### config.mk
export PLATFORM = sky130hd
export DESIGN_NAME = trace_sink_test_and_id_regs
export DESIGN_NICKNAME = d
export VERILOG_FILES = /design/src/core/sink_regs_pkg.sv /design/src/core/perm_encode.sv /design/src/core/trace_sink_test_and_id_regs.sv
export SDC_FILE = /design/constraint.sdc
export NUM_CORES = 1
export LEC_CHECK = 0
export ABC_CLOCK_PERIOD_IN_PS = 2300
export BUFFER_PORTS_ARGS = -buffer_cell sky130_fd_sc_hd__buf_4
export CORE_MARGIN = 4
export CORE_UTILIZATION = 40
export CTS_CLUSTER_SIZE = 12
export DETAILED_ROUTE_END_ITERATION = 10
export GPL_TIMING_DRIVEN = 0
export PLACE_DENSITY = 0.69
export RECOVER_POWER = 100
export SYNTH_ARGS = -nofsm -noshare
export SYNTH_HDL_FRONTEND = slang
export SYNTH_HIERARCHICAL = 1
export SYNTH_SLANG_ARGS = --single-unit
### constraint.sdc
create_clock -name clock_i -period 2.3 [get_ports clock_i]
set_input_delay 0.23 -clock clock_i [delete_from_list [all_inputs] [get_ports clock_i]]
set_output_delay 0.23 -clock clock_i [all_outputs]
set_load 0.005 [all_outputs]
### src/core/sink_regs_pkg.sv
// Package with offsets, field layouts and fixed values of the sink management registers
package sink_regs_pkg;

  // ==========================================================================
  // Bus widths
  localparam int unsigned ADDR_W = 12;
  localparam int unsigned DATA_W = 32;

  // ==========================================================================
  // Register byte offsets
  localparam logic [11:0] OFF_SLAVE_OUTPUT_OVERRIDE = 12'h0ef0;
  localparam logic [11:0] OFF_SLAVE_TRACE_ID_CAPTURE = 12'h0ef4;
  localparam logic [11:0] OFF_SLAVE_INPUT_CAPTURE = 12'h0ef8;
  localparam logic [11:0] OFF_TEST_MODE_CONTROL = 12'h0f00;
  localparam logic [11:0] OFF_OWNERSHIP_TAG_SET = 12'h0fa0;
  localparam logic [11:0] OFF_OWNERSHIP_TAG_CLEAR = 12'h0fa4;
  localparam logic [11:0] OFF_DEBUG_PERMISSION_STATUS = 12'h0fb8;
  localparam logic [11:0] OFF_CAPABILITY_WORD = 12'h0fc8;

  // ==========================================================================
  // Field positions
  localparam int unsigned SYNC_REQUEST_DRIVE_BIT = 2;
  localparam int unsigned FLUSH_VALID_DRIVE_BIT = 1;
  localparam int unsigned SLAVE_READY_DRIVE_BIT = 0;
  localparam int unsigned TEST_MODE_BIT = 0;
  localparam int unsigned SOURCE_ID_W = 7;
  localparam int unsigned BYTE_COUNT_W = 4;
  localparam int unsigned BYTE_COUNT_LSB = 8;
  localparam int unsigned WAKE_REQUEST_BIT = 2;
  localparam int unsigned FLUSH_ACK_BIT = 1;
  localparam int unsigned DATA_VALID_BIT = 0;
  localparam int unsigned TAG_W = 4;
  localparam int unsigned PERM_W = 2;

  // ==========================================================================
  // Reset and fixed values
  localparam logic [3:0] TAG_RESET = 4'h0;
  localparam logic [3:0] TAG_ALL_IMPL = 4'hf;
  localparam logic [31:0] ZERO_WORD = 32'h0000_0000;
  localparam logic [2:0] OVERRIDE_RESET = 3'h0;

  // Authentication field encodings
  localparam logic [1:0] PERM_NOT_IMPL = 2'h0;
  localparam logic [1:0] PERM_DISABLED = 2'h2;
  localparam logic [1:0] PERM_ENABLED = 2'h3;

  // Capability word fixed fields
  localparam logic [1:0] BUS_ATTR_FORMAT = 2'h0;
  localparam logic [1:0] SUPPORTED_MODES = 2'h1;
  localparam logic NO_GATHER_LIST_FLAG = 1'b1;
  localparam logic MEM_ADDRESS_WIDTH_OK = 1'b1;
  localparam logic [1:0] CAP_RSVD_15_14 = 2'h0;
  localparam logic [1:0] SINK_VARIANT = 2'h0;
  localparam logic RAM_CLOCKING = 1'b0;
  localparam logic [4:0] INPUT_MUX_LEVEL = 5'h00;

  // Address width codes
  localparam logic [6:0] AW_CODE_32 = 7'h20;
  localparam logic [6:0] AW_CODE_40 = 7'h28;
  localparam logic [6:0] AW_CODE_44 = 7'h2c;
  localparam logic [6:0] AW_CODE_48 = 7'h30;
  localparam logic [6:0] AW_CODE_52 = 7'h34;

  // Memory width codes
  localparam logic [2:0] MW_CODE_32 = 3'h2;
  localparam logic [2:0] MW_CODE_64 = 3'h3;
  localparam logic [2:0] MW_CODE_128 = 3'h4;
  localparam logic [2:0] MW_CODE_256 = 3'h5;

  // ==========================================================================
  // Carriers
  typedef struct packed {
    logic sync_request;
    logic flush_valid;
    logic slave_ready;
  } slave_out_t;

  typedef struct packed {
    logic [3:0] byte_count;
    logic [6:0] source_id;
    logic wake_request;
    logic flush_ack;
    logic data_valid;
  } slave_in_t;

  typedef struct packed {
    logic [1:0] hyp_noninvasive_state;
    logic [1:0] hyp_invasive_state;
    logic [1:0] secure_noninvasive_state;
    logic [1:0] secure_invasive_state;
    logic [1:0] nonsecure_noninvasive_state;
    logic [1:0] nonsecure_invasive_state;
  } perm_t;

endpackage

### src/core/perm_encode.sv
// Encoder of the debug permission inputs into the status field layout
`timescale 1ns/1ps
module perm_encode (
  // Raw permission levels, per field: implemented flag and enable
  input wire logic [5:0] impl_i,
  input wire logic [5:0] enable_i,
  // Encoded fields
  output sink_regs_pkg::perm_t perm_o
);

  // ==========================================================================
  // Field encoding
  function automatic logic [1:0] enc(input logic impl, input logic en);
    if (!impl) begin
      enc = sink_regs_pkg::PERM_NOT_IMPL;
    end else if (en) begin
      enc = sink_regs_pkg::PERM_ENABLED;
    end else begin
      enc = sink_regs_pkg::PERM_DISABLED;
    end
  endfunction

  // Index 5 is the hypervisor non-invasive field, index 0 non-secure invasive
  assign perm_o.hyp_noninvasive_state = enc(impl_i[5], enable_i[5]);
  assign perm_o.hyp_invasive_state = enc(impl_i[4], enable_i[4]);
  assign perm_o.secure_noninvasive_state = enc(impl_i[3], enable_i[3]);
  assign perm_o.secure_invasive_state = enc(impl_i[2], enable_i[2]);
  assign perm_o.nonsecure_noninvasive_state = enc(impl_i[1], enable_i[1]);
  assign perm_o.nonsecure_invasive_state = enc(impl_i[0], enable_i[0]);

endmodule

### src/core/trace_sink_test_and_id_regs.sv
// Management register bank of the trace buffer sink: test, ownership, status, capability
//
// Functional notes
// - in test mode override bits 2/1/0 drive sync request, flush valid, ready.
// - with test mode off, test registers read zero and ignore writes.
// - in test mode, override register reads back zero.
// - trace id capture returns live 7-bit source id in test mode.
// - input capture returns byte count, wake, flush ack, valid in test mode.
// - control bit 0 selects test mode; resets to functional mode.
// - tag set write sets each tag bit written as one.
// - tag set read returns all four implemented bits as ones.
// - tag clear write clears ones; its read returns current tag.
// - tag resets to zero and steers no other hardware.
// - permission status holds six two-bit fields in documented order.
// - field codes: 0 absent, 1 reserved, 2 disabled, 3 enabled.
// - capability bits 28:27 read 0b00.
// - capability bits 26:25 read 0b01.
// - capability bit 24 reads one, no gather-list mode.
// - capability bits 23:17 give the memory address width code.
// - capability bit 16 reads one, address width valid.
// - capability bits 13:11 give log2 of write queue depth.
// - capability bits 10:8 encode memory data width.
// - capability bit 5 reads zero, synchronous buffer RAM.
// - capability bits 4:0 read zero, no hidden input mux.
//
// The address-and-strobe port was chosen for this implementation.
`timescale 1ns/1ps
module trace_sink_test_and_id_regs #(
  parameter int unsigned MEM_ADDR_BITS = 32,
  parameter int unsigned WRITE_QUEUE_PARAM = 4,
  parameter int unsigned TRACE_DATA_BITS = 32
) (
  // Clock and reset
  input wire logic clock_i,
  input wire logic rst_b_i,
  // Register port
  input wire logic [sink_regs_pkg::ADDR_W-1:0] reg_addr_i,
  input wire logic [sink_regs_pkg::DATA_W-1:0] reg_wdata_i,
  input wire logic reg_write_i,
  input wire logic reg_read_i,
  output logic [sink_regs_pkg::DATA_W-1:0] reg_rdata_o,
  // Slave port pins from the upstream source
  input wire sink_regs_pkg::slave_in_t slave_in_i,
  // Slave outputs from the functional logic
  input wire sink_regs_pkg::slave_out_t func_out_i,
  // Slave port pins toward the upstream source
  output sink_regs_pkg::slave_out_t slave_out_o,
  // Debug permission inputs, index 5 hypervisor non-invasive down to 0
  input wire logic [5:0] perm_impl_i,
  input wire logic [5:0] perm_enable_i,
  // State for the rest of the sink
  output logic test_mode_o,
  output logic [sink_regs_pkg::TAG_W-1:0] ownership_tag_o
);

  // ==========================================================================
  // Capability field functions
  function automatic logic [6:0] aw_code(input int unsigned bits);
    case (bits)
      40: aw_code = sink_regs_pkg::AW_CODE_40;
      44: aw_code = sink_regs_pkg::AW_CODE_44;
      48: aw_code = sink_regs_pkg::AW_CODE_48;
      52: aw_code = sink_regs_pkg::AW_CODE_52;
      default: aw_code = sink_regs_pkg::AW_CODE_32;
    endcase
  endfunction

  function automatic logic [2:0] mw_code(input int unsigned bits);
    case (bits)
      64: mw_code = sink_regs_pkg::MW_CODE_64;
      128: mw_code = sink_regs_pkg::MW_CODE_128;
      256: mw_code = sink_regs_pkg::MW_CODE_256;
      default: mw_code = sink_regs_pkg::MW_CODE_32;
    endcase
  endfunction

  localparam logic [2:0] WQ_LOG = 3'($clog2(WRITE_QUEUE_PARAM));

  // ==========================================================================
  // Pin synchronisers for the slave inputs and permission levels
  sink_regs_pkg::slave_in_t in_meta_r;
  sink_regs_pkg::slave_in_t in_sync_r;
  logic [11:0] perm_meta_r;
  logic [11:0] perm_sync_r;

  // Second stage is the only reader of the first
  always_ff @(posedge clock_i or negedge rst_b_i) begin
    if (!rst_b_i) begin
      in_meta_r <= '0;
      in_sync_r <= '0;
      perm_meta_r <= '0;
      perm_sync_r <= '0;
    end else begin
      in_meta_r <= slave_in_i;
      in_sync_r <= in_meta_r;
      perm_meta_r <= {perm_impl_i, perm_enable_i};
      perm_sync_r <= perm_meta_r;
    end
  end

  // ==========================================================================
  // Permission status encoding
  sink_regs_pkg::perm_t perm_w;

  perm_encode u_perm_encode (
    .impl_i(perm_sync_r[11:6]),
    .enable_i(perm_sync_r[5:0]),
    .perm_o(perm_w)
  );

  // ==========================================================================
  // Address decode
  wire hit_override = reg_addr_i == sink_regs_pkg::OFF_SLAVE_OUTPUT_OVERRIDE;
  wire hit_id_cap = reg_addr_i == sink_regs_pkg::OFF_SLAVE_TRACE_ID_CAPTURE;
  wire hit_in_cap = reg_addr_i == sink_regs_pkg::OFF_SLAVE_INPUT_CAPTURE;
  wire hit_ctrl = reg_addr_i == sink_regs_pkg::OFF_TEST_MODE_CONTROL;
  wire hit_tag_set = reg_addr_i == sink_regs_pkg::OFF_OWNERSHIP_TAG_SET;
  wire hit_tag_clr = reg_addr_i == sink_regs_pkg::OFF_OWNERSHIP_TAG_CLEAR;
  wire hit_perm = reg_addr_i == sink_regs_pkg::OFF_DEBUG_PERMISSION_STATUS;
  wire hit_cap = reg_addr_i == sink_regs_pkg::OFF_CAPABILITY_WORD;

  // ==========================================================================
  // Control state
  logic test_mode_r;
  logic test_mode_nxt;
  logic [2:0] override_r;
  logic [2:0] override_nxt;
  logic [sink_regs_pkg::TAG_W-1:0] tag_r;
  logic [sink_regs_pkg::TAG_W-1:0] tag_nxt;

  // Test mode enable, plain read-write bit
  assign test_mode_nxt = (reg_write_i && hit_ctrl) ?
      reg_wdata_i[sink_regs_pkg::TEST_MODE_BIT] : test_mode_r;

  // Override writes only land while test mode is on, else they vanish
  wire override_we = reg_write_i && hit_override && test_mode_r;
  assign override_nxt = override_we ? reg_wdata_i[2:0] : override_r;

  // Set and clear sit at different addresses, so they never collide
  wire tag_set_we = reg_write_i && hit_tag_set;
  wire tag_clr_we = reg_write_i && hit_tag_clr;
  assign tag_nxt = tag_set_we ? (tag_r | reg_wdata_i[sink_regs_pkg::TAG_W-1:0]) :
                   tag_clr_we ? (tag_r & ~reg_wdata_i[sink_regs_pkg::TAG_W-1:0]) :
                   tag_r;

  always_ff @(posedge clock_i or negedge rst_b_i) begin
    if (!rst_b_i) begin
      test_mode_r <= 1'b0;
      override_r <= sink_regs_pkg::OVERRIDE_RESET;
      tag_r <= sink_regs_pkg::TAG_RESET;
    end else begin
      test_mode_r <= test_mode_nxt;
      override_r <= override_nxt;
      tag_r <= tag_nxt;
    end
  end

  // ==========================================================================
  // Slave output selection, registered so the pins come from flops
  sink_regs_pkg::slave_out_t ovr_w;
  sink_regs_pkg::slave_out_t out_sel_w;
  sink_regs_pkg::slave_out_t out_r;

  assign ovr_w.sync_request = override_r[sink_regs_pkg::SYNC_REQUEST_DRIVE_BIT];
  assign ovr_w.flush_valid = override_r[sink_regs_pkg::FLUSH_VALID_DRIVE_BIT];
  assign ovr_w.slave_ready = override_r[sink_regs_pkg::SLAVE_READY_DRIVE_BIT];
  // Costs one cycle of latency on the functional path to keep outputs glitch free
  assign out_sel_w = test_mode_r ? ovr_w : func_out_i;

  always_ff @(posedge clock_i or negedge rst_b_i) begin
    if (!rst_b_i) begin
      out_r <= '0;
    end else begin
      out_r <= out_sel_w;
    end
  end

  // ==========================================================================
  // Read views
  logic [31:0] id_view_w;
  logic [31:0] in_view_w;
  logic [31:0] perm_view_w;
  logic [31:0] cap_view_w;

  assign id_view_w = {25'h000_0000, in_sync_r.source_id};
  assign in_view_w = {20'h0_0000, in_sync_r.byte_count, 5'h00,
                      in_sync_r.wake_request, in_sync_r.flush_ack, in_sync_r.data_valid};
  assign perm_view_w = {20'h0_0000, perm_w};
  assign cap_view_w = {3'h0,
                       sink_regs_pkg::BUS_ATTR_FORMAT,
                       sink_regs_pkg::SUPPORTED_MODES,
                       sink_regs_pkg::NO_GATHER_LIST_FLAG,
                       aw_code(MEM_ADDR_BITS),
                       sink_regs_pkg::MEM_ADDRESS_WIDTH_OK,
                       sink_regs_pkg::CAP_RSVD_15_14,
                       WQ_LOG,
                       mw_code(TRACE_DATA_BITS),
                       sink_regs_pkg::SINK_VARIANT,
                       sink_regs_pkg::RAM_CLOCKING,
                       sink_regs_pkg::INPUT_MUX_LEVEL};

  // Read mux; override reads zero in either mode, captures zero outside test mode
  logic [31:0] rd_mux_w;
  assign rd_mux_w = (hit_id_cap && test_mode_r) ? id_view_w :
                    (hit_in_cap && test_mode_r) ? in_view_w :
                    hit_override ? sink_regs_pkg::ZERO_WORD :
                    hit_ctrl ? {31'h0000_0000, test_mode_r} :
                    hit_tag_set ? {28'h000_0000, sink_regs_pkg::TAG_ALL_IMPL} :
                    hit_tag_clr ? {28'h000_0000, tag_r} :
                    hit_perm ? perm_view_w :
                    hit_cap ? cap_view_w :
                    sink_regs_pkg::ZERO_WORD;

  // Read data stand only in the cycle after the strobe
  logic [31:0] rdata_r;
  always_ff @(posedge clock_i or negedge rst_b_i) begin
    if (!rst_b_i) begin
      rdata_r <= sink_regs_pkg::ZERO_WORD;
    end else begin
      rdata_r <= reg_read_i ? rd_mux_w : sink_regs_pkg::ZERO_WORD;
    end
  end

  // ==========================================================================
  // Outputs
  assign reg_rdata_o = rdata_r;
  assign slave_out_o = out_r;
  assign test_mode_o = test_mode_r;
  // Informational only; nothing in the sink acts on it
  assign ownership_tag_o = tag_r;

endmodule

==> metrics.csv, run 1 <==
stage,metric,value,unit
critical_path,worst r2r path cells,4,
power,Power Density,637,mW/mm^2
run_status,status,finished with violations,
finish,ANT cells,0,
critical_path,RR Endpoint,override_r[2],
synthesis,"count leader, synth",dfrtp_1,
critical_path,type of destination of the critical path,register,
placement,Post-Place Setup Slack,0.356,ns
global_route,Tot GR Track Use,0.147,
clock_network,CTS tree,yes,
critical_path,worst setup path endpoint,override_r[2],
synthesis,top_reg_cell synth,dfrtp_1,
hold_path,Worst Hold Class,input port to register,
sta,RSZ-0062 raised after global routing,no,
sta,minimum clock period,1.96,ns
floorplan,IO Pins,117,
finish,share of post-route cells with drive strength above 1,0.369,
critical_path,Setup crit start kind,register,
global_route,initial antenna violation count,0,
sta,"Period Utilization, post-route",0.850,
power,leakage power,1.86,nW
clock_network,worst skew pair latency,0.34,ns
synthesis,Synth cell types,41,
placement,IO buf count,71,
synthesis,post-synthesis cell area,0.00282,sq mm
synthesis,"Seq/Total Area, Yosys",0.675,
clock_network,H-tree levels,3,
synthesis,leading area contributor after synthesis,dfrtp_1,
clock_network,clock sink total,76,
sta,final setup fails,0,
route,DRC Markers,0,
power,Clk network pwr share,0.358,
critical_path,worst setup path startpoint,test_mode_o,
sta,"Hold Vio Cnt, Final",0,
synthesis,Yosys warnings,6,
floorplan,die height,91.9,um
floorplan,chip width,91.9,um
sta,Worst Clk Skew,0.0108,ns
floorplan,Starting Density,0.412,
critical_path,CP Class,register to register,
route,via/cell ratio,4.42,
placement,Area after DPL,0.00352,sq mm
floorplan,# rows,30,
run_status,failing checks,"max-capacitance violations, max-slew violations",
global_route,largest net degree at the start of global routing,77,
clock_network,Max clock buf depth,2,
finish,Final nets,405,
power,Seq pwr share,0.559,
global_route,number of global-route vias before repair,2007,
route,DRT iter0 DRCs,84,
placement,Detail Placement HPWL,3880,um
sta,setup TNS,0,ns
synthesis,cell count after synthesis,206,
finish,finished layout cell area,0.00392,sq mm
critical_path,FF-to-FF setup slack,0.34,ns
clock_network,CTS Buf Count,9,
route,DRT Pass-1 Iters,4,
route,Final ANT Viol Nets,0,
floorplan,die area,0.00845,sq mm
power,Gate power share,0.083,
route,Routed WL per cell,13.2,um
sta,fmax,511,MHz
sta,PnR worst setup slack,0.345,ns
power,sw frac,0.229,
synthesis,share of the synthesized area in the top cell type,0.675,
clock_network,CTS root buf,clkbuf_8,
synthesis,"EDFF count, synth",0,
critical_path,Worst Path Arrival,2.18,ns
power,P_int,0.00193,W
global_route,gr ovfl total,0,
synthesis,"Avg Cell Area, Syn",13.7,sq um
synthesis,Yosys reg bits,76,
critical_path,Critical Path Fanout Max,8,
job,maximum capacitance violations,1,
power,Pwr Total,0.00250,W
floorplan,CORE AREA,0.00683,sq mm
critical_path,WP data required,2.53,ns
route,Post-Route WL,5680,um
clock_network,"Clk pin slew, worst setup/hold paths",0.08,ns
synthesis,most frequent cells after synthesis,"dfrtp_1, buf_4, mux2_2, nor2_1",
sta,Worst-Margin Slew,1.78,ns
synthesis,"top cells by area, synth","dfrtp_1, buf_4, mux2_2",
route,DR vias,1896,
global_route,first-pass GRT wire length,9430,um
placement,GP Congestion,0.803,
power,peak supply drop,0.000407,V
sta,relative slew slack,-0.188,
power,Psw,0.000572,W
finish,Layout area overhead,39.2,%
critical_path,RR Startpoint,test_mode_o,
sta,max-slew violations,77,
synthesis,asr flop ratio synth,1.00,
clock_network,setup repair bufs after CTS,0,
-- cells by family after synthesis --
logic type | share of synthesized area
AO/OA/AOI/OAI | 0.0613
flip-flops | 0.675
multiplexers | 0.0440
AND/OR/NAND/NOR | 0.132
other | 0.00133
XOR/XNOR | 0.00311
buffers and inverters | 0.0831
-- layer usage --
layer / vias up / track usage / wire length [um]
met5: - / 0 / 0
met4: 0 / 0.0879 / 166
met3: 16 / 0.0394 / 272
met2: 63 / 0.259 / 3090
met1: 896 / 0.158 / 2160
li1: 921 / - / -
-- power groups by stage --
| stage | sequential, W | clock [W] | combinational [W] |
|---|---|---|---|
| 6_report | 0.00140 | 0.000894 | 0.000207 |
| 5_1_grt | 0.00140 | 0.000983 | 0.000230 |
| 4_1_cts | 0.00140 | 0.000925 | 0.000212 |
| 3_5_place_dp | 0.00142 | 0 | 0.000177 |
| 3_3_place_gp | 0.00142 | 0 | 0.000174 |
| 2_1_floorplan | 0.00142 | 0 | 0.0000674 |
-- worst max-delay path, cell delays in order (launching register included) --
cell     delay (ns)
dfrtp_1        0.53
nand4_1        0.23
nor3_1         0.51
nand2_1        0.23
mux2_2         0.33
-- through the flow --
stage               cells  hold WS [ns]  utilization
finish                429         0.119        0.574
global placement      387         0.333        0.516
CTS                   429        0.0420        0.579
floorplan             220       -0.0656            -
detailed placement    387         0.335        0.516
global route          429         0.104        0.574
-- worst min path at each step --
stage	start	to	depth (start not counted)
floorplan	rst_b_i	async pin	0
global placement	perm_meta_r[5]	perm_sync_r[5]	0
detailed placement	in_meta_r[3]	id_view_w[0]	0
CTS	rst_b_i	reg_rdata_o[6]	1
global route	func_out_i[0]	slave_out_o[0]	2
finish	func_out_i[1]	slave_out_o[1]	2
-- registers in the layout, summed over array words and instances (netlist names), named ones only --
| signal | flops |
|---|---|
| perm_meta_r | 12 |
| in_meta_r | 14 |
| test_mode_o | 1 |
| in_sync_r | 7 |
| slave_out_o | 3 |
| reg_rdata_o | 13 |
| perm_sync_r | 12 |
| id_view_w | 7 |
| override_r | 3 |
-- timing repair --
| action | in CTS | in global routing |
|---|---|---|
| hold endpoints to repair | 26 | 0 |
| gates resized for setup | 0 | 0 |
| hold buffers | 26 | 0 |
-- final cells by class --
type | count | area [sq um]
inverters | 7 | 26.3
flip-flops and latches | 76 | 1900
plain buffers | 29 | 208
fillers | 606 | 2910
repair buffers | 97 | 772
clock inverters | 5 | 35.0
clock buffers | 11 | 141
well taps | 96 | 120
multi-input cells | 108 | 717
-- cell usage in the layout, fill, tap and decap left out, types with 8 or more instances in the layout --
cell / Yosys / final
dlygate4sd3_1: 0 / 26
conb_1: 1 / 15
buf_4: 26 / 44
nand3_1: 8 / 8
mux2_2: 11 / 11
nor2_1: 9 / 9
dfrtp_1: 76 / 76
a22oi_1: 8 / 8
clkbuf_4: 0 / 47
clkbuf_8: 0 / 10
Note: power is estimated with default switching activity, not from simulation.
==> run 2, diff against run 1 <==
- CAP_MARGIN: unset -> 30
- CELL_PAD_IN_SITES_DETAIL_PLACEMENT: unset -> 2
- CELL_PAD_IN_SITES_GLOBAL_PLACEMENT: unset -> 2
- CORE_UTILIZATION: 40 -> 32
- PLACE_DENSITY: 0.69 -> unset
- PLACE_DENSITY_LB_ADDON: unset -> 0.1
==> run 2 against run 1 <==
The flow now finishes without violations; global-route usage grew 0.80 points; critical path depth did not move; via count up 6.9%; utilization is 10 points lower; power increased by 7.6%.
==> metrics.csv, run 2 (synthesis results as in run 1) <==
stage,metric,value,unit,change
run_status,status,"complete, no violations",,was finished with violations
sta,"Period Utilization, post-route",0.879,,was 0.850
finish,Final nets,407,,was 405
critical_path,worst setup path startpoint,test_mode_o,,unchanged
sta,hold_ws,0.105,ns,was 0.119 ns
critical_path,CP Class,register to register,,unchanged
critical_path,WP data required,2.54,ns,was 2.53 ns
placement,Detail Placement HPWL,4870,um,was 3880 um
job,maximum capacitance violations,0,,was 1
power,Seq pwr share,0.521,,was 0.559
placement,IO buf count,71,,unchanged
global_route,Tot GR Track Use,0.155,,was 0.147
power,Clk network pwr share,0.399,,was 0.358
clock_network,CTS root buf,clkbuf_8,,unchanged
clock_network,Max clock buf depth,2,,unchanged
sta,"Hold Vio Cnt, Final",0,,unchanged
finish,Filler Cell Count,845,,was 606
sta,setup TNS,0,ns,unchanged
power,peak supply drop,0.000413,V,was 0.000407 V
sta,relative slew slack,0.333,,was -0.188
finish,most frequent cells in the layout,"dfrtp_1, clkbuf_4, buf_4",,unchanged
clock_network,post-CTS sizing,0,,unchanged
finish,Largest Register,in_meta_r,,unchanged
critical_path,"Buf+Inv Stages, Crit Path",0,,unchanged
global_route,first-pass GRT wire length,12000,um,was 9430 um
critical_path,FF-to-FF setup slack,0.28,ns,was 0.34 ns
finish,ANT cells,0,,unchanged
critical_path,cell family with most CP delay,simple AND/OR/NAND/NOR gates,,unchanged
finish,max reg flops,14,,unchanged
route,Final ANT Viol Nets,0,,unchanged
finish,share of post-route cells with drive strength above 1,0.364,,was 0.369
clock_network,CTS tree,yes,,unchanged
critical_path,Worst Path Arrival,2.26,ns,was 2.18 ns
global_route,number of global-route vias before repair,2286,,"was 2,007"
route,DR vias,2027,,"was 1,896"
sta,RSZ-0062 raised after global routing,no,,unchanged
floorplan,Starting Density,0.336,,was 0.412
placement,GP Congestion,0.784,,was 0.803
power,Gate power share,0.081,,was 0.083
clock_network,worst skew pair latency,0.36,ns,was 0.34 ns
global_route,initial antenna violation count,0,,unchanged
critical_path,RR Startpoint,test_mode_o,,unchanged
floorplan,CORE AREA,0.00838,sq mm,was 0.00683 sq mm
critical_path,slowest cell on the critical path,nor3_1,,was dfrtp_1
power,Psw,0.000666,W,was 0.000572 W
floorplan,die height,102,um,was 91.9 um
sta,max-slew violations,0,,was 77
critical_path,worst r2r path cells,4,,unchanged
clock_network,CTS Buf Count,9,,unchanged
power,Power Density,677,mW/mm^2,was 637 mW/mm^2
floorplan,die area,0.0104,sq mm,was 0.00845 sq mm
route,Post-Route WL,7390,um,was 5680 um
floorplan,# rows,33,,was 30
critical_path,Critical Path Fanout Max,8,,unchanged
critical_path,RR Endpoint,override_r[1],,was override_r[2]
floorplan,chip width,102,um,was 91.9 um
hold_path,hold depth,2,,unchanged
hold_path,Worst Hold Class,input port to register,,unchanged
critical_path,type of destination of the critical path,register,,unchanged
clock_network,setup repair bufs after CTS,0,,unchanged
global_route,gr ovfl total,0,,unchanged
route,DRT iter0 DRCs,59,,was 84
clock_network,"Clk pin slew, worst setup/hold paths",0.09,ns,was 0.08 ns
finish,Layout area overhead,41.1,%,was 39.2%
sta,Worst-Margin Slew,1.00,ns,was 1.78 ns
route,DRC Markers,0,,unchanged
sta,minimum clock period,2.02,ns,was 1.96 ns
sta,Worst Clk Skew,0.0142,ns,was 0.0108 ns
hold_path,Hold Path End,slave_out_o[2],,was slave_out_o[1]
clock_network,clock sink total,76,,unchanged
finish,"commonest non-fill, non-tap cell in the layout",dfrtp_1,,unchanged
route,Routed WL per cell,16.8,um,was 13.2 um
clock_network,H-tree levels,3,,unchanged
route,DRT Pass-1 Iters,4,,unchanged
critical_path,Setup crit start kind,register,,unchanged
global_route,largest net degree at the start of global routing,77,,unchanged
route,via/cell ratio,4.61,,was 4.42
critical_path,max incr delay on CP,0.56,ns,was 0.53 ns
floorplan,IO Pins,117,,unchanged
sta,final setup fails,0,,unchanged
clock_network,"Hold-fix buffers, CTS",26,,unchanged
power,sw frac,0.248,,was 0.229
power,P_int,0.00202,W,was 0.00193 W
hold_path,min-delay src,func_out_i[2],,was func_out_i[1]
power,leakage power,1.86,nW,about the same
sta,fmax,494,MHz,was 511 MHz
critical_path,"Cell Chain, Critical Path",nand4_1 > nor3_1 > nand2_1 > mux2_2,,unchanged
==> run 2: cell count changes in the layout (fill, tap and decap cells not counted), sizes merged <==
| cell | before | now |
|---|---|---|
| inv | 8 | 10 |
| clkinv | 3 | 1 |
| dlygate4sd3 | 26 | 27 |
| bufinv | 0 | 1 |
| clkbuf | 65 | 64 |
| clkinvlp | 1 | 2 |
==> run 2: per-stage QoR <==
stage	util	total power (W)	area (sq um)	std cells	worst slack, ns
3_3_place_gp	0.422	0.00160	3530	396	0.254
3_5_place_dp	0.422	0.00161	3530	396	0.175
2_1_floorplan	-	0.00149	2870	220	0.677
4_1_cts	0.477	0.00272	4000	438	0.222
6_report	0.474	0.00269	3970	440	0.277
5_1_grt	0.474	0.00282	3970	440	0.0478
==> run 2: how the worst max path moves through the flow <==
stage / end / cells after the start
floorplan: reg_rdata_o[0] / 4
global placement: reg_rdata_o[8] / 6
detailed placement: reg_rdata_o[8] / 6
CTS: override_r[1] / 4
global route: override_r[0] / 4
finish: override_r[1] / 4
==> run 2: metal layers <==
layer	global-route usage	vias to the layer above	share of wire	wire, um
li1	-	926	-	-
met1	0.182	1027	0.40	2930
met2	0.276	64	0.53	3890
met3	0.0321	10	0.059	437
met4	0.0666	0	0.018	134
met5	0	-	0	0
==> run 2: layout make-up <==
| class | count | area, sq um | area share |
|---|---|---|---|
| well taps | 105 | 131 | 0.0331 |
| repair buffers | 99 | 777 | 0.196 |
| clock buffers | 9 | 124 | 0.0312 |
| clock inverters | 7 | 82.6 | 0.0208 |
| flip-flops and latches | 76 | 1900 | 0.479 |
| plain buffers | 29 | 208 | 0.0523 |
| inverters | 7 | 26.3 | 0.00661 |
| multi-input cells | 108 | 723 | 0.182 |
==> run 2: power by group through the flow <==
stage | combinational [W] | clock [W] | sequential, W
2_1_floorplan | 0.0000674 | 0 | 0.00142
3_3_place_gp | 0.000180 | 0 | 0.00142
3_5_place_dp | 0.000183 | 0 | 0.00143
4_1_cts | 0.000220 | 0.00110 | 0.00140
5_1_grt | 0.000242 | 0.00117 | 0.00141
6_report | 0.000217 | 0.00107 | 0.00140
